==> config.mk <==
export PLATFORM = sky130hd
export DESIGN_NAME = ibps_servant
export DESIGN_NICKNAME = d
export VERILOG_FILES = /design/src/ibps_pkg.sv /design/src/ibps_evt_if.sv /design/src/ibps_evt_gen.sv /design/src/ibps_servant.sv
export SDC_FILE = /design/constraint.sdc
export NUM_CORES = 1
export LEC_CHECK = 0
export BUFFER_PORTS_ARGS = -buffer_cell sky130_fd_sc_hd__buf_4
export CAP_MARGIN = 25
export CORE_MARGIN = 2
export CORE_UTILIZATION = 45
export CTS_CLUSTER_SIZE = 14
export DETAILED_ROUTE_END_ITERATION = 16
export HOLD_SLACK_MARGIN = 0.1
export PLACE_DENSITY = 0.77
export SLEW_MARGIN = 30
export SYNTH_ARGS = -nofsm -noshare
export SYNTH_HDL_FRONTEND = slang
export SYNTH_HIERARCHICAL = 1
export SYNTH_SLANG_ARGS = --single-unit
==> constraint.sdc <==
create_clock -name clock -period 2 [get_ports clock]
set_input_delay 0.1 -clock clock [delete_from_list [all_inputs] [get_ports clock]]
set_output_delay 0.1 -clock clock [all_outputs]
set_load 0.1 [all_outputs]
==> src/ibps_pkg.sv <==
package ibps_pkg;
    // Avalon register word addresses (word index)
    localparam logic [3:0]  ADDR_CMD      = 4'h0;
    localparam logic [3:0]  ADDR_RESP     = 4'h1;
    localparam logic [3:0]  ADDR_DATA_LOW = 4'h2;
    localparam logic [3:0]  ADDR_IN_DATA  = 4'h3;
    localparam logic [3:0]  ADDR_OUT_DATA = 4'h4;
    localparam logic [3:0]  ADDR_CTRL     = 4'h5;
    localparam logic [3:0]  ADDR_STB      = 4'h6;
    // Command word opcode field, bits 15:8
    localparam int          OPC_HI        = 15;
    localparam int          OPC_LO        = 8;
    localparam int          END_BIT       = 8;
    localparam logic [7:0]  OPC_BYTE_AVL  = 8'hBC;
    localparam logic [7:0]  OPC_BYTE_AVLE = 8'hBD;
    localparam logic [7:0]  OPC_BYTE_REQ  = 8'hDE;
    localparam logic [7:0]  OPC_CLEAR     = 8'hFF;
    localparam logic [7:0]  OPC_TRIGGER   = 8'hED;
    localparam logic [7:0]  OPC_SET_LOCK  = 8'hEF;
    localparam logic [7:0]  OPC_CLR_LOCK  = 8'hEE;
    localparam logic [7:0]  OPC_STATUS_BYTE_READ_CMD  = 8'hCF;
    localparam logic [7:0]  OPC_BNO       = 8'hFC;
    localparam logic [7:0]  OPC_ASYNC_MC  = 8'hA8;
    // Response register bit positions
    localparam int          RB_LOCKED_N   = 7;
    localparam int          RB_OUT_RDY    = 5;
    localparam int          RB_DIR        = 4;
    localparam int          RB_ERR_N      = 3;
    localparam int          RB_READ_RDY   = 2;
    localparam int          RB_WRITE_RDY  = 1;
    // Status byte service bit
    localparam int          STB_SVC_BIT   = 6;
    // Control register bits
    localparam int          CB_OUT_PUSH   = 0;
    localparam int          CB_SVC_NEED   = 1;
    localparam int          CB_MASTER_CAP = 2;
    localparam int          CB_ERR_EVT    = 3;
    localparam int          CB_IN_POP     = 4;
    localparam int          CB_TRIG_BUSY  = 5;
    // Event codes for the request events
    localparam logic [7:0]  EVT_REQ_TRUE  = 8'hFD;
    localparam logic [7:0]  EVT_REQ_FALSE = 8'hFC;
    // Dispatch states
    typedef enum logic [1:0] {
        IBPS_IDLE  = 2'b00,
        IBPS_EXEC  = 2'b01,
        IBPS_REPLY = 2'b11
    } ibps_state_t;
endpackage : ibps_pkg

==> src/ibps_evt_if.sv <==
`timescale 1ns/100ps
interface ibps_evt_if;
    logic       raise;
    logic       mode_sig;
    logic [7:0] code;
    logic       ack;
    modport src (output raise, output mode_sig, output code, input ack);
    modport snk (input raise, input mode_sig, input code, output ack);
endinterface : ibps_evt_if

==> src/ibps_evt_gen.sv <==
`timescale 1ns/100ps
// Turns the service-need level into true/false events, one per edge
module ibps_evt_gen
    import ibps_pkg::*;
(
    input  wire logic   clock,
    input  wire logic   nrst,
    input  wire logic   need,
    input  wire logic   master_cap,
    input  wire logic   async_ovr,
    input  wire logic   async_sig,
    ibps_evt_if.src     evt
);
    logic sent_ff;
    logic raise_ff;
    logic mode_ff;
    logic [7:0] code_ff;

    assign evt.raise    = raise_ff;
    assign evt.mode_sig = mode_ff;
    assign evt.code     = code_ff;

    // A new event only after the last one was taken
    always_ff @(posedge clock) begin
        if (!nrst) begin
            sent_ff  <= 1'b0;
            raise_ff <= 1'b0;
            mode_ff  <= 1'b0;
            code_ff  <= 8'h00;
        end else if (raise_ff) begin
            if (evt.ack) raise_ff <= 1'b0;
        end else if (need != sent_ff) begin
            raise_ff <= 1'b1;
            sent_ff  <= need;
            code_ff  <= need ? EVT_REQ_TRUE : EVT_REQ_FALSE;
            mode_ff  <= async_ovr ? async_sig : master_cap;
        end
    end

    a_false_follows: assert property (@(posedge clock) disable iff (!nrst)
        (raise_ff && code_ff == EVT_REQ_TRUE && evt.ack && !need) |=> ##[1:2] raise_ff
    ) else $error("request false not sent after need cleared");
endmodule : ibps_evt_gen

==> src/ibps_servant.sv <==
// Implementation choices: register access over Avalon-MM and the register addresses.
`timescale 1ns/100ps
module ibps_servant
    import ibps_pkg::*;
(
    input  wire logic        clock,
    input  wire logic        nrst,
    input  wire logic [3:0]  avs_address,
    input  wire logic        avs_read,
    input  wire logic        avs_write,
    input  wire logic [31:0] avs_writedata,
    input  wire logic [3:0]  avs_byteenable,
    output logic      [31:0] avs_readdata,
    output logic             avs_waitrequest,
    output logic             local_enable,
    output logic             trigger_pulse,
    output logic             evt_valid,
    output logic             evt_as_signal,
    output logic      [7:0]  evt_code,
    input  wire logic        evt_taken
);
    ibps_state_t state_ff;
    logic        normal_ff;     // Normal operation reached
    logic        btp_en_ff;     // Byte transfer protocol active
    logic        dir_ff;
    logic        out_rdy_ff;
    logic        locked_n_ff;
    logic        read_rdy_ff;
    logic        err_n_ff;
    logic [15:0] cmd_ff;
    logic [15:0] reply_ff;      // Data low register
    logic [8:0]  in_data_ff;    // Received byte plus end
    logic        in_full_ff;
    logic [8:0]  out_data_ff;   // Queued output byte plus end
    logic        out_full_ff;
    logic [7:0]  stb_ff;
    logic [5:0]  ctrl_ff;
    logic        async_ovr_ff;
    logic        async_sig_ff;
    logic        wait_ff;
    logic [31:0] rdata_ff;
    logic        trig_ff;
    logic        local_ff;

    logic        acc;
    logic        wr_cmd;
    logic        wr_ctrl;
    logic [7:0]  opc;
    logic        hold_off;
    logic        svc_need;

    ibps_evt_if evt_bus ();

    assign acc      = (avs_read || avs_write) && wait_ff;
    assign wr_cmd   = acc && avs_write && avs_address == ADDR_CMD && avs_byteenable[1];
    assign wr_ctrl  = acc && avs_write && avs_address == ADDR_CTRL && avs_byteenable[0];
    assign opc      = cmd_ff[OPC_HI:OPC_LO];
    // Input full or trigger busy stalls new byte data
    assign hold_off = in_full_ff || ctrl_ff[CB_TRIG_BUSY];
    assign svc_need = ctrl_ff[CB_SVC_NEED] || !err_n_ff;

    assign avs_readdata    = rdata_ff;
    assign avs_waitrequest = wait_ff;
    assign local_enable    = local_ff;
    assign trigger_pulse   = trig_ff;
    assign evt_valid       = evt_bus.raise;
    assign evt_as_signal   = evt_bus.mode_sig;
    assign evt_code        = evt_bus.code;
    assign evt_bus.ack     = evt_taken;

    // Waitrequest high by default; drops for one cycle to finish a request
    always_ff @(posedge clock) begin
        if (!nrst) begin
            wait_ff <= 1'b1;
        end else begin
            wait_ff <= !(wait_ff && (avs_read || avs_write));
        end
    end

    // Read data mux; unmapped words read zero
    always_ff @(posedge clock) begin
        if (!nrst) begin
            rdata_ff <= 32'h0000_0000;
        end else if (acc && avs_read) begin
            unique case (avs_address)
                ADDR_RESP:     rdata_ff <= {24'h00_0000, locked_n_ff, 1'b0, out_rdy_ff, dir_ff,
                                            err_n_ff, read_rdy_ff, state_ff == IBPS_IDLE, 1'b0};
                ADDR_DATA_LOW: rdata_ff <= {16'h0000, reply_ff};
                ADDR_IN_DATA:  rdata_ff <= {22'h00_0000, in_full_ff, in_data_ff};
                ADDR_OUT_DATA: rdata_ff <= {22'h00_0000, out_full_ff, out_data_ff};
                ADDR_CTRL:     rdata_ff <= {26'h000_0000, ctrl_ff};
                ADDR_STB:      rdata_ff <= {24'h00_0000, stb_ff};
                default:       rdata_ff <= 32'h0000_0000;
            endcase
        end
    end

    // Reading data low consumes a reply
    always_ff @(posedge clock) begin
        if (!nrst) begin
            read_rdy_ff <= 1'b0;
        end else if (state_ff == IBPS_REPLY) begin
            read_rdy_ff <= 1'b1;
        end else if (acc && avs_read && avs_address == ADDR_DATA_LOW) begin
            read_rdy_ff <= 1'b0;
        end
    end

    // Control and status byte written by the instrument core side
    always_ff @(posedge clock) begin
        if (!nrst) begin
            ctrl_ff      <= 6'h00;
            stb_ff       <= 8'h00;
        end else begin
            if (wr_ctrl) ctrl_ff <= avs_writedata[5:0];
            else ctrl_ff[CB_IN_POP] <= 1'b0; // Pop strobes self clear
            if (wr_ctrl) ctrl_ff[CB_OUT_PUSH] <= avs_writedata[CB_OUT_PUSH];
            else ctrl_ff[CB_OUT_PUSH] <= 1'b0;
            if (acc && avs_write && avs_address == ADDR_STB && avs_byteenable[0])
                stb_ff <= avs_writedata[7:0];
        end
    end

    // Command capture and dispatch
    always_ff @(posedge clock) begin
        if (!nrst) begin
            state_ff <= IBPS_IDLE;
            cmd_ff   <= 16'h0000;
        end else begin
            unique case (state_ff)
                IBPS_IDLE:  if (wr_cmd) begin
                    cmd_ff   <= avs_writedata[15:0];
                    state_ff <= IBPS_EXEC;
                end
                IBPS_EXEC:  begin
                    // Byte data waits while input is full; other commands proceed
                    if (!((opc == OPC_BYTE_AVL || opc == OPC_BYTE_AVLE) && hold_off))
                        state_ff <= (opc == OPC_BYTE_REQ || opc == OPC_STATUS_BYTE_READ_CMD)
                                    ? IBPS_REPLY : IBPS_IDLE;
                end
                IBPS_REPLY: state_ff <= IBPS_IDLE;
            endcase
        end
    end

    wire exec_go = state_ff == IBPS_EXEC;

    // Protocol state: normal operation, byte transfer enable
    always_ff @(posedge clock) begin
        if (!nrst) begin
            normal_ff <= 1'b0;
            btp_en_ff <= 1'b0;
        end else if (exec_go && opc == OPC_BNO) begin
            normal_ff <= 1'b1;
            btp_en_ff <= 1'b1;
        end
        // Clear leaves btp_en_ff untouched
    end

    // Input buffer and input full flag
    always_ff @(posedge clock) begin
        if (!nrst) begin
            in_data_ff <= 9'h000;
            in_full_ff <= 1'b0;
        end else if (exec_go && opc == OPC_CLEAR) begin
            in_full_ff <= 1'b0;
        end else if (exec_go && btp_en_ff && !hold_off &&
                     (opc == OPC_BYTE_AVL || opc == OPC_BYTE_AVLE)) begin
            in_data_ff <= {opc[0], cmd_ff[7:0]};
            in_full_ff <= 1'b1;
        end else if (ctrl_ff[CB_IN_POP]) begin
            in_full_ff <= 1'b0;
        end
    end

    // Input ready low while full or trigger busy
    always_ff @(posedge clock) begin
        if (!nrst) begin
            dir_ff <= 1'b1;
        end else if (exec_go && opc == OPC_CLEAR) begin
            dir_ff <= !ctrl_ff[CB_TRIG_BUSY];
        end else begin
            dir_ff <= !hold_off && !(exec_go && !hold_off &&
                      (opc == OPC_BYTE_AVL || opc == OPC_BYTE_AVLE));
        end
    end

    // Output queue; push data pending before ready shows output ready
    always_ff @(posedge clock) begin
        if (!nrst) begin
            out_data_ff <= 9'h000;
            out_full_ff <= 1'b0;
        end else if (exec_go && opc == OPC_CLEAR) begin
            out_full_ff <= 1'b0;
        end else if (ctrl_ff[CB_OUT_PUSH] && !out_full_ff) begin
            out_data_ff <= {ctrl_ff[CB_ERR_EVT], 8'h00} | {1'b0, stb_ff};
            out_full_ff <= 1'b1;
        end else if (exec_go && opc == OPC_BYTE_REQ) begin
            out_full_ff <= 1'b0;
        end
    end

    // Output ready drops at once when the queue is taken or cleared
    always_ff @(posedge clock) begin
        if (!nrst) out_rdy_ff <= 1'b0;
        else out_rdy_ff <= out_full_ff &&
                           !(exec_go && (opc == OPC_BYTE_REQ || opc == OPC_CLEAR));
    end

    // Reply word for byte request and status byte read
    always_ff @(posedge clock) begin
        if (!nrst) begin
            reply_ff <= 16'h0000;
        end else if (exec_go && opc == OPC_BYTE_REQ) begin
            reply_ff <= {7'h00, out_data_ff};
        end else if (exec_go && opc == OPC_STATUS_BYTE_READ_CMD) begin
            reply_ff <= {8'h00, stb_ff[7], evt_bus.raise || svc_need, stb_ff[5:0]};
        end
    end

    // Trigger strobe to instrument core
    always_ff @(posedge clock) begin
        if (!nrst) trig_ff <= 1'b0;
        else trig_ff <= exec_go && opc == OPC_TRIGGER && !ctrl_ff[CB_TRIG_BUSY];
    end

    // Lock state; both commands always present
    always_ff @(posedge clock) begin
        if (!nrst) begin
            locked_n_ff <= 1'b1;
            local_ff    <= 1'b1;
        end else if (exec_go && opc == OPC_SET_LOCK) begin
            locked_n_ff <= 1'b0;
            local_ff    <= 1'b0;
        end else if (exec_go && opc == OPC_CLR_LOCK) begin
            locked_n_ff <= 1'b1;
            local_ff    <= 1'b1;
        end
    end

    // Message error flag; set by core, cleared by clear command
    always_ff @(posedge clock) begin
        if (!nrst) err_n_ff <= 1'b1;
        else if (wr_ctrl && avs_writedata[CB_ERR_EVT]) err_n_ff <= 1'b0;
        else if (exec_go && opc == OPC_CLEAR) err_n_ff <= 1'b1;
    end

    // Async mode control selects event delivery
    always_ff @(posedge clock) begin
        if (!nrst) begin
            async_ovr_ff <= 1'b0;
            async_sig_ff <= 1'b0;
        end else if (exec_go && opc == OPC_ASYNC_MC) begin
            async_ovr_ff <= 1'b1;
            async_sig_ff <= cmd_ff[0];
        end
    end

    ibps_evt_gen ibps_evt_gen_inst (
        .clock      (clock),
        .nrst       (nrst),
        .need       (svc_need && normal_ff),
        .master_cap (ctrl_ff[CB_MASTER_CAP]),
        .async_ovr  (async_ovr_ff),
        .async_sig  (async_sig_ff),
        .evt        (evt_bus.src)
    );

    a_lock_sets: assert property (@(posedge clock) disable iff (!nrst)
        (exec_go && opc == OPC_SET_LOCK) |=> !locked_n_ff && !local_ff
    ) else $error("set lock failed");
    a_lock_holds: assert property (@(posedge clock) disable iff (!nrst)
        (!local_ff && !(exec_go && opc == OPC_CLR_LOCK)) |=> !local_ff
    ) else $error("local control re-enabled");
    a_clear_flags: assert property (@(posedge clock) disable iff (!nrst)
        (exec_go && opc == OPC_CLEAR) |=> !out_rdy_ff && !in_full_ff
    ) else $error("clear incomplete");
    a_hold_off: assert property (@(posedge clock) disable iff (!nrst)
        (exec_go && opc == OPC_BYTE_AVL && hold_off) |=> state_ff == IBPS_EXEC
    ) else $error("byte accepted while full");
    // Full input keeps input ready low so the Commander holds off
    a_full_blocks_in: assert property (@(posedge clock) disable iff (!nrst)
        (in_full_ff && !(exec_go && opc == OPC_CLEAR)) |=> !dir_ff
    ) else $error("input ready high while input full");
    a_btp_kept: assert property (@(posedge clock) disable iff (!nrst)
        (exec_go && opc == OPC_CLEAR) |=> btp_en_ff == $past(btp_en_ff)
    ) else $error("clear changed protocol");
    a_reply_ready: assert property (@(posedge clock) disable iff (!nrst)
        (exec_go && opc == OPC_BYTE_REQ) |=> ##1 read_rdy_ff
    ) else $error("byte request reply missing");
endmodule : ibps_servant

==> qor.yml, run 1 <==
cpMaxStageDelayCell: "or3_1"
post_cts.repair.setup_buffers: 0
worstSkewPairLatency_ps: 360
insertedDiodeCount: 0
track_usage_pct: 21.1
final_net_count: 552
cts-htree-levels: 3
globalRouteOverflowTotal: 0
timing_worst_slew_pin_value_ps: 672
drc: 0
timing.clock.skew_ps: 15.5
drv.max_cap_violation_count: 0
reg2reg_from: "state_ff[1]"
grt_pass1_vias: 3246
vias: 3417
rsz0062_at_grt: "false"
layout-area-overhead-vs-synth_pct: 21.2
worst_reg2reg_path_depth: 5
clockBufferDepth: 2
final_period_minus_worst_setup_slack_ps: 1850
yosys_warnings: 6
hold-path-endpoint: "avs_readdata[3]"
synthDominantAreaCellType: "dfxtp_1"
ctsResizeCount: 0
run_status: "finished clean"
maxSlewHeadroom_pct: 55.2
ys_seq_elements: 85
synthDistinctLibCells: 54
period_share_pct: 92.6
drive_gt1_share_pct: 22.1
worstHoldPathCells: 3
viasPerCell: 5.51
hold_path_startpoint: "avs_address[3]"
critical-path-max-stage-delay_ps: 570
fin_cells: 620
timing.hold.worst.class: "in -> reg"
dp_hpwl_microns: 7080
final_max_slew_viol_count: 0
clock.fmax_ghz: 0.540
static-leakage-power_nw: 1.96
critical_path.endpoint_type: "register"
dieHeight_microns: 97.5
firstDrtPassIters: 5
rr_endpoint: "reply_ff[4]"
synthesis.area_sq_mm: 0.00394
setup.worst_path.start_class: "register"
dpl.cell_count: 584
required_ps: 2260
synth_top_area_share_pct: 43.2
final-hold-violation-count: 0
finalWirelength_microns: 10000
floorplan.io_pins: 90
proportion_of_synthesized_chip_area_in_sequential_cells_pct: 43.2
clk_root_buffer_cell: "clkbuf_8"
crit_path_max_fanout: 10
rows: 34
summed_negative_setup_slack_over_all_endpoints_ps: 0
regToRegSetupSlack_ps: 150
grt_max_degree: 43
cells_along_the_critical_path: "nand4b_1 > buf_4 > or3_1 > and2_1 > o221a_2"
buffers_plus_inverters_on_the_worst_setup_path: 1
final-setup-viol-count: 0
worst_ir_drop_vdd_v: 0.000321
power.total_mw: 3.28
clock_sink_count: 85
gp_routability_congestion: 0.905
clock_tree_from_tritoncts: "yes"
cts.clk_slew.worst_paths_ps: 90
cts_hold_buffers: 20
synth-edff-count: 0
drt_first_iter_violations: 238
synth_cells: 434
portBuffers: 48
cts_buffers: 9
synth_top_flop_cell: "dfxtp_1"
grt_antenna_before_repair: 0
initial_cell_density_of_the_core_pct: 45.8
core_region_area_sq_mm: 0.00859
drtAntennaViolNets: 0
post_detailed_route_wirelength_per_cell_microns: 16.2
mostFrequentLayoutCells: "dfxtp_1 (84), buf_4 (75), nand2_1 (49), mux2i_1 (41), nor2_1 (35)"
synthesis.area_per_instance_sq_um: 9.07
layout.cells.most_common: "dfxtp_1"
pwr_density_cell_mw_per_mm2: 689
ys_top_cells_by_area: "dfxtp_1 (43%), mux2i_1 (10%), buf_4 (5.7%)"
die_area_sq_mm: 0.00951
async_set_or_reset_register_ratio_after_synthesis_pct: 0
width_of_the_die_microns: 97.5
global_route_wire_length_before_repair_microns: 16200
critical-path-top-delay-family: "simple AND/OR/NAND/NOR gates"
critical_path_class: "reg -> reg"
crit_arrival_ps: 2110
per-stage QoR:
stage | utilization, % | setup WS, ps | hold WS (ps) | area (sq um)
after floorplan | - | 114 | 208 | 4020
after global placement | 51.0 | 177 | 312 | 4380
after detailed placement | 51.0 | 143 | 334 | 4380
after CTS | 55.5 | 175 | 108 | 4770
after global routing | 55.5 | 105 | 135 | 4770
final | 55.5 | 147 | 115 | 4770
layer usage:
metal	GRT usage (%)	vias to the layer above	routed length (microns)	part of all wire (%)
met1	29.4	1595	4460	45
met3	4.32	22	855	8.5
met5	0	-	0	0
li1	-	1639	-	-
met4	8.01	0	238	2.4
met2	32.3	161	4460	45
how the worst max path moves through the flow:
stage | startpoint | endpoint | slack, ps | depth (start not counted)
2_1_floorplan | avs_waitrequest | avs_readdata[9] | 110 | 4
6_report | state_ff[1] | reply_ff[4] | 150 | 5
4_1_cts | state_ff[1] | reply_ff[4] | 180 | 5
3_3_place_gp | avs_address[1] | cmd_ff[10] | 180 | 5
3_5_place_dp | avs_address[1] | cmd_ff[7] | 140 | 5
5_1_grt | state_ff[1] | reply_ff[4] | 100 | 5
logic make-up (layout without fill, tap and decap cells):
family                 count (synthesis)  count (layout)  synth area share, %
XOR/XNOR                               1               1                0.223
AND/OR/NAND/NOR                      158             158                 20.2
other                                  2              23                0.191
AO/OA/AOI/OAI                         86              86                 15.6
flip-flops                            85              85                 43.2
multiplexers                          45              45                 11.6
buffers and inverters                 57             114                 8.93
worst reg2reg max path, stage by stage (launching register included):
cell and delay, ps:
dfxtp_1 330, nand4b_1 190, buf_4 170, or3_1 570, and2_1 250, o221a_2 250
area by class of cell:
class / count / area (sq um)
inverters: 3 / 11.3
well taps: 108 / 135
fillers: 766 / 3820
repair buffers: 95 / 763
clock buffers: 11 / 151
clock inverters: 5 / 35.0
flip-flops and latches: 85 / 1700
multi-input cells: 313 / 1970
report_power, final:
| part | leakage [nW] | switching [mW] | internal (mW) | total (mW) |
|---|---|---|---|---|
| Sequential | 0.685 | 0.00612 | 1.70 | 1.70 |
| Clock | 0.0836 | 0.628 | 0.516 | 1.14 |
| Combinational | 1.19 | 0.327 | 0.109 | 0.436 |
state kept, by name, indices dropped and copies added, names as in the netlist, 2 cells and up:
signal / cells
ctrl_ff: 6
stb_ff: 8
in_data_ff: 9
ibps_evt_gen_inst/evt.code: 2
state_ff: 2
reply_ff: 9
out_data_ff: 9
avs_readdata: 10
cmd_ff: 16
synth_stat cells (2+ instances only):
library cell	n
o21ai_0	20
or4_4	2
clkbuf_1	20
nor3_1	4
o221a_2	7
nand3_1	18
or4_1	2
a32o_1	2
and3_1	5
nor3b_1	2
nor4_1	2
o32a_1	2
conb_1	2
o31ai_1	3
nand4_1	2
nor4bb_1	2
and2_1	4
a32oi_1	4
a221oi_1	3
nand4b_1	2
or3_1	2
nor2_1	36
buf_4	30
nand2b_1	7
o21a_1	9
nor2b_1	12
a311oi_1	2
mux2_2	4
a22oi_1	7
nand2_1	49
dfxtp_1	85
a22o_1	4
a21oi_1	14
or4b_2	2
inv_1	2
mux2i_1	41
a31oi_1	2
o22ai_1	2
Note: power is estimated with default switching activity, not from simulation.
==> run 2, diff against run 1 <==
Settings changed: CORE_UTILIZATION 45 to 54, PLACE_DENSITY 0.77 to 0.89.
==> run 2 against run 1 <==
Sequential share of layout area decreased by 0.20 points. Via count is 3.7% higher. Final cell count shrank 1.3%. Count of clock-buffer cells in the layout decreased by 2. Wire length increased by 2.6%. Setup slack better by 32 ps. Core utilization is 12 points higher. Critical endpoint is now reply_ff[2]. Largest power group unchanged. Highest routed layer unchanged.
==> qor.yml, run 2 (synthesis gave the netlist of run 1 again) <==
run_status: "finished clean"
max_reg_flops: 16  # unchanged
static-leakage-power_nw: 1.99  # +1.4%
gp_routability_congestion: 0.927  # +2.4%
mostFrequentLayoutCells: "dfxtp_1 (84), buf_4 (73), nand2_1 (49), mux2i_1 (41), nor2_1 (35)"
dieHeight_microns: 89.4  # -8.4%
fin_cells: 612  # -1.3%
cts_buffers: 9  # unchanged
initial_cell_density_of_the_core_pct: 55.2  # +9.3 points
clock.fmax_ghz: 0.549  # +1.8%
rsz0062_at_grt: "false"
grt_pass1_vias: 3122  # -3.8%
summed_negative_setup_slack_over_all_endpoints_ps: 0  # unchanged
portBuffers: 48  # unchanged
floorplan.io_pins: 90  # unchanged
worstSkewPairLatency_ps: 370  # about the same
power.share.switching_pct: 29.7  # +0.43 points
final_max_slew_viol_count: 0  # unchanged
timing.clock.skew_ps: 8.33  # -7.20 ps
die_area_sq_mm: 0.00799  # -16%
clock_tree_from_tritoncts: "yes"
critical_path.endpoint_type: "register"
drv.max_cap_violation_count: 0  # unchanged
grt_antenna_before_repair: 0  # unchanged
drt_first_iter_violations: 461  # +94%
final_net_count: 553  # +0.18%
reg2reg_from: "cmd_ff[9]"
clockBufferDepth: 2  # unchanged
power.total_mw: 3.42  # +4.2%
hold-path-endpoint: "avs_readdata[3]"
drtAntennaViolNets: 0  # unchanged
cts.clk_slew.worst_paths_ps: 90  # about the same
critical-path-max-stage-delay_ps: 470  # -100 ps
clk_root_buffer_cell: "clkbuf_8"
cts-htree-levels: 3  # unchanged
crit_arrival_ps: 2130  # +20 ps
dp_hpwl_microns: 6980  # -1.4%
p_clk_share_pct: 37.3  # +2.4 points
dpl.cell_count: 571  # -2.2%
clock_sink_count: 85  # unchanged
timing.hold.worst.class: "in -> reg"
drive_gt1_share_pct: 22.0  # -0.043 points
cells_along_the_critical_path: "nand2b_1 > or4b_1 > buf_4 > nand2_1 > o221a_2"
power.share.sequential_pct: 49.8  # -2.1 points
final_period_minus_worst_setup_slack_ps: 1820  # -32.3 ps
period_share_pct: 91.0  # -1.6 points
layout-area-overhead-vs-synth_pct: 21.9
pwr_density_cell_mw_per_mm2: 713  # +3.6%
track_usage_pct: 25.7  # +4.6 points
cpMaxStageDelayCell: "dfxtp_1"
insertedDiodeCount: 0  # unchanged
finalWirelength_microns: 10300  # +2.6%
hold_path_startpoint: "avs_address[3]"
critical_path_class: "reg -> reg"
crit_path_max_fanout: 15  # +5
final-setup-viol-count: 0  # unchanged
final-hold-violation-count: 0  # unchanged
rows: 31  # -8.8%
worst_ir_drop_vdd_v: 0.000354  # +10%
viasPerCell: 5.79  # +5.0%
register_bank_with_the_most_flops: "cmd_ff"
p_int_mw: 2.41  # +3.5%
post_detailed_route_wirelength_per_cell_microns: 16.8  # +3.9%
required_ps: 2310  # +50 ps
core_region_area_sq_mm: 0.00714  # -17%
global_route_wire_length_before_repair_microns: 15600  # -4.0%
setup.worst_path.start_class: "register"
width_of_the_die_microns: 89.4  # -8.4%
worst_reg2reg_path_depth: 5  # unchanged
grt_max_degree: 40  # -7.0%
globalRouteOverflowTotal: 0  # unchanged
regToRegSetupSlack_ps: 180  # +30 ps
p_sw_mw: 1.02  # +5.7%
vias: 3543  # +3.7%
maxSlewHeadroom_pct: 54.5  # -0.68 points
worstHoldPathCells: 3  # unchanged
rr_endpoint: "reply_ff[2]"
pwr-share-comb_pct: 12.9  # -0.4 points
firstDrtPassIters: 6  # +1
timing_worst_slew_pin_value_ps: 682  # +10.2 ps
layout.cells.most_common: "dfxtp_1"
drc: 0  # unchanged
==> run 2: changes by cell type in the layout (fill, tap and decap cells not counted), sizes merged <==
cell / before / now
bufinv: 0 / 1
dlymetal6s4s: 0 / 1
clkinvlp: 4 / 1
inv: 3 / 6
clkbuf: 11 / 9
or4: 4 / 5
buf: 75 / 74
clkinv: 1 / 2
==> run 2: repair_timing <==
action	in CTS	in global routing
buffers inserted	0	3
hold buffers	21	0
resized for setup	0	3
hold endpoints to repair	35	0
setup endpoints to repair	0	3
==> run 2: final cells by class <==
cell class / instances / area (sq um)
Sequential cell: 85 / 1700
Inverter: 3 / 11.3
Tap cell: 99 / 124
Clock buffer: 9 / 124
Clock inverter: 7 / 81.3
Multi-Input combinational cell: 314 / 1980
Fill cell: 557 / 2340
Timing Repair Buffer: 95 / 772
==> run 2: power groups by stage <==
stage | clock network (mW) | logic (mW) | registers [mW]
after floorplan | 0 | 0.323 | 1.76
after global placement | 0 | 0.391 | 1.74
after detailed placement | 0 | 0.394 | 1.74
after CTS | 1.27 | 0.428 | 1.70
after global routing | 1.36 | 0.464 | 1.71
final | 1.28 | 0.442 | 1.70
==> run 2: worst max path at each step <==
stage                            endpoint             from  slack, ps  cells past startpoint
after floorplan           avs_readdata[9]  avs_waitrequest        110                      4
after global placement          cmd_ff[3]   avs_address[1]        180                      5
after detailed placement        cmd_ff[3]   avs_address[1]        160                      5
after CTS                      cmd_ff[12]   avs_address[3]         40                      6
after global routing          reply_ff[2]        cmd_ff[9]         80                      5
final                         reply_ff[2]        cmd_ff[9]        180                      5
==> run 2: routing by layer <==
metal	part of all wire (%)	vias up	GRT usage, %
li1	-	1653	-
met1	42	1651	35.1
met2	46	219	40.5
met3	9.9	20	5.91
met4	1.8	0	8.01
met5	0	-	0
==> run 2: critical path: cells and delay by family, from the launching register on <==
kind | cells | cell delay [ps]
AOI/OAI and AO/OA | 1 | 240
and+or+nand+nor | 3 | 830
buffers and inverters | 1 | 210
DFF | 1 | 470
==> run 2: through the flow <==
stage	area, sq um	setup WS (ps)	utilization [%]	hold slack, ps
finish	4800	179	67.2	168
CTS	4760	42.1	66.7	258
global placement	4340	184	60.8	316
global route	4800	75.1	67.2	186
detailed placement	4340	155	60.8	317
floorplan	4020	114	-	208
==> run 3, diff against run 2 <==
Settings changed: CELL_PAD_IN_SITES_DETAIL_PLACEMENT set to 1, CELL_PAD_IN_SITES_GLOBAL_PLACEMENT set to 1, CORE_UTILIZATION 54 to 40, HOLD_SLACK_MARGIN 0.1 to not set, PLACE_DENSITY 0.89 to 0.88.
==> run 3 against run 2 <==
Total power up 3.9%. Critical path depth unchanged. Critical path type unchanged. Hold slack worse by 170 ps. Clock power up 11%. Largest power group unchanged. Global-route usage down 2.6 points. Wire length up 12%. Count of clock-buffer cells in the layout up 2. The run now ends with hold timing left.
==> qor.yml, run 3 (synthesis gave the netlist of run 1 again) <==
run_status: "complete, but fails checks"
violations_in_the_final_reports: "hold timing"
clockBufferDepth: 2  # unchanged
drc: 0  # unchanged
drtAntennaViolNets: 0  # unchanged
post_detailed_route_wirelength_per_cell_microns: 18.0  # +7.0%
period_share_pct: 94.3  # +3.2 points
static-leakage-power_nw: 1.97  # -0.75%
timing.clock.skew_ps: 7.64  # -0.687 ps
worst_ir_drop_vdd_v: 0.000440  # +24%
cpMaxStageDelayCell: "or3_1"
gp_routability_congestion: 0.945  # +1.9%
insertedDiodeCount: 0  # unchanged
drive_gt1_share_pct: 22.7  # +0.70 points
maxSlewHeadroom_pct: 52.6  # -1.9 points
layout-area-overhead-vs-synth_pct: 21.5
register_bank_with_the_most_flops: "cmd_ff"
fin_cells: 639  # +4.4%
width_of_the_die_microns: 103  # +15%
core_region_area_sq_mm: 0.00968  # +36%
rsz0062_at_grt: "false"
multi_input_comb_area_sq_mm: 0.00197  # -0.57%
worstSkewPairLatency_ps: 360  # about the same
final_design_area_no_fill_sq_mm: 0.00478  # -0.29%
rows: 36  # +16%
setup.worst_path.start_class: "register"
reg_area_sq_mm: 0.00170  # unchanged
final_max_slew_viol_count: 0  # unchanged
final.hold.worst_slack_ps: -0.373  # -168 ps
grt_pass1_vias: 3517  # +13%
grt_max_degree: 41  # +2.5%
global_route_wire_length_before_repair_microns: 18600  # +20%
clock.fmax_ghz: 0.530  # -3.4%
placed_area_sq_mm: 0.00443  # +2.0%
final_net_count: 546  # -1.3%
critical_path.endpoint_type: "register"
layout.cells.most_common: "dfxtp_1"
cts-htree-levels: 3  # unchanged
final-setup-viol-count: 0  # unchanged
track_usage_pct: 23.1  # -2.6 points
grt_antenna_before_repair: 0  # unchanged
drv.max_cap_violation_count: 0  # unchanged
clk_root_buffer_cell: "clkbuf_8"
globalRouteOverflowTotal: 0  # unchanged
initial_cell_density_of_the_core_pct: 40.6  # -15 points
max_reg_flops: 16  # unchanged
critical_path_class: "reg -> reg"
viasPerCell: 5.42  # -6.4%
power.total_mw: 3.55  # +3.9%
vias: 3462  # -2.3%
crit_arrival_ps: 2150  # +20 ps
cts_buffers: 9  # unchanged
timing_worst_slew_pin_value_ps: 710  # +28.4 ps
fillerInstances: 1147  # +110%
pwr_density_cell_mw_per_mm2: 743  # +4.2%
dp_hpwl_microns: 8300  # +19%
summed_negative_setup_slack_over_all_endpoints_ps: 0  # unchanged
final-hold-violation-count: 1  # +1
portBuffers: 48  # unchanged
dieHeight_microns: 103  # +15%
critical-path-max-stage-delay_ps: 570  # +100 ps
cts.clk_slew.worst_paths_ps: 90  # about the same
die_area_sq_mm: 0.0107  # +33%
floorplan.io_pins: 90  # unchanged
mostFrequentLayoutCells: "dfxtp_1 (84), buf_4 (77), nand2_1 (49), mux2i_1 (41), nor2_1 (35)"
drt_first_iter_violations: 246  # -47%
clock_tree_from_tritoncts: "yes"
clock_sink_count: 85  # unchanged
timing.hold.worst.class: "in -> reg"
cells_along_the_critical_path: "nand4b_1 > buf_4 > or3_1 > and2_1 > o221a_2"
finalWirelength_microns: 11500  # +12%
dpl.cell_count: 611  # +7.0%
firstDrtPassIters: 5  # -1
final_period_minus_worst_setup_slack_ps: 1890  # +64.5 ps
crit_path_max_fanout: 10  # -5
required_ps: 2270  # -40 ps
## run 3: cell types whose count changed in the layout (fill, tap and decap cells not counted)
| cell | delta |
|---|---|
| dlygate4sd3_1 | -8 |
| buf_4 | +4 |
| inv_6 | -3 |
| clkbuf_8 | +2 |
| buf_6 | -1 |
| bufinv_16 | +1 |
| clkinv_2 | +1 |
| clkinvlp_4 | -1 |
| dlymetal6s4s_1 | -1 |
| or4_4 | -1 |
## run 3: path summary, 6_finish.rpt
path,from,to,slack (ps),cells after the start
max,state_ff[1],reply_ff[4],110,5
min,avs_writedata[13],cmd_ff[13],-0.4,3
max reg2reg,state_ff[1],reply_ff[4],110,5
min reg2reg,avs_readdata[9],avs_readdata[9],460,2
## run 3: cell type report
type	instances	share of cell area (%)
Inverter	3	0.235
Tap cell	133	3.48
Clock inverter	5	1.73
Multi-Input combinational cell	313	41.2
Clock buffer	11	3.17
Timing Repair Buffer	89	14.6
Sequential cell	85	35.6
## run 3: through the flow
| step | setup WS [ps] | utilization, % | hold slack, ps |
|---|---|---|---|
| 6_report | 115 | 49.4 | -0.373 |
| 2_1_floorplan | 114 | - | 208 |
| 4_1_cts | 133 | 49.4 | 0.914 |
| 5_1_grt | 74.1 | 49.4 | 5.25 |
| 3_5_place_dp | 130 | 45.7 | 324 |
| 3_3_place_gp | 130 | 45.7 | 316 |
## run 3: power by group
group	switching, mW	internal, mW	total, mW
clock	0.650	0.774	1.42
combinational	0.328	0.0993	0.427
sequential	0.00631	1.70	1.70
## run 3: layer usage
metal | vias to the layer above | wire length [microns] | GRT usage, %
li1 | 1632 | - | -
met1 | 1709 | 5370 | 31.6
met2 | 107 | 5420 | 38.0
met3 | 14 | 528 | 3.09
met4 | 0 | 161 | 7.19
met5 | - | 0 | 0
## run 3: critical path, delay by kind of cell (launching register included)
family	cells	cell delay (ps)
and+or+nand+nor	3	1030
DFF	1	350
AOI/OAI and AO/OA	1	230
buffers and inverters	1	170
## run 3: timing repair
item / 4_1_cts / 5_1_grt
gates resized for setup: 0 / 0
hold endpoints to repair: 14 / 0
setup buffers: 0 / 0
setup endpoints to repair: 0 / 0
hold buffers: 12 / 0
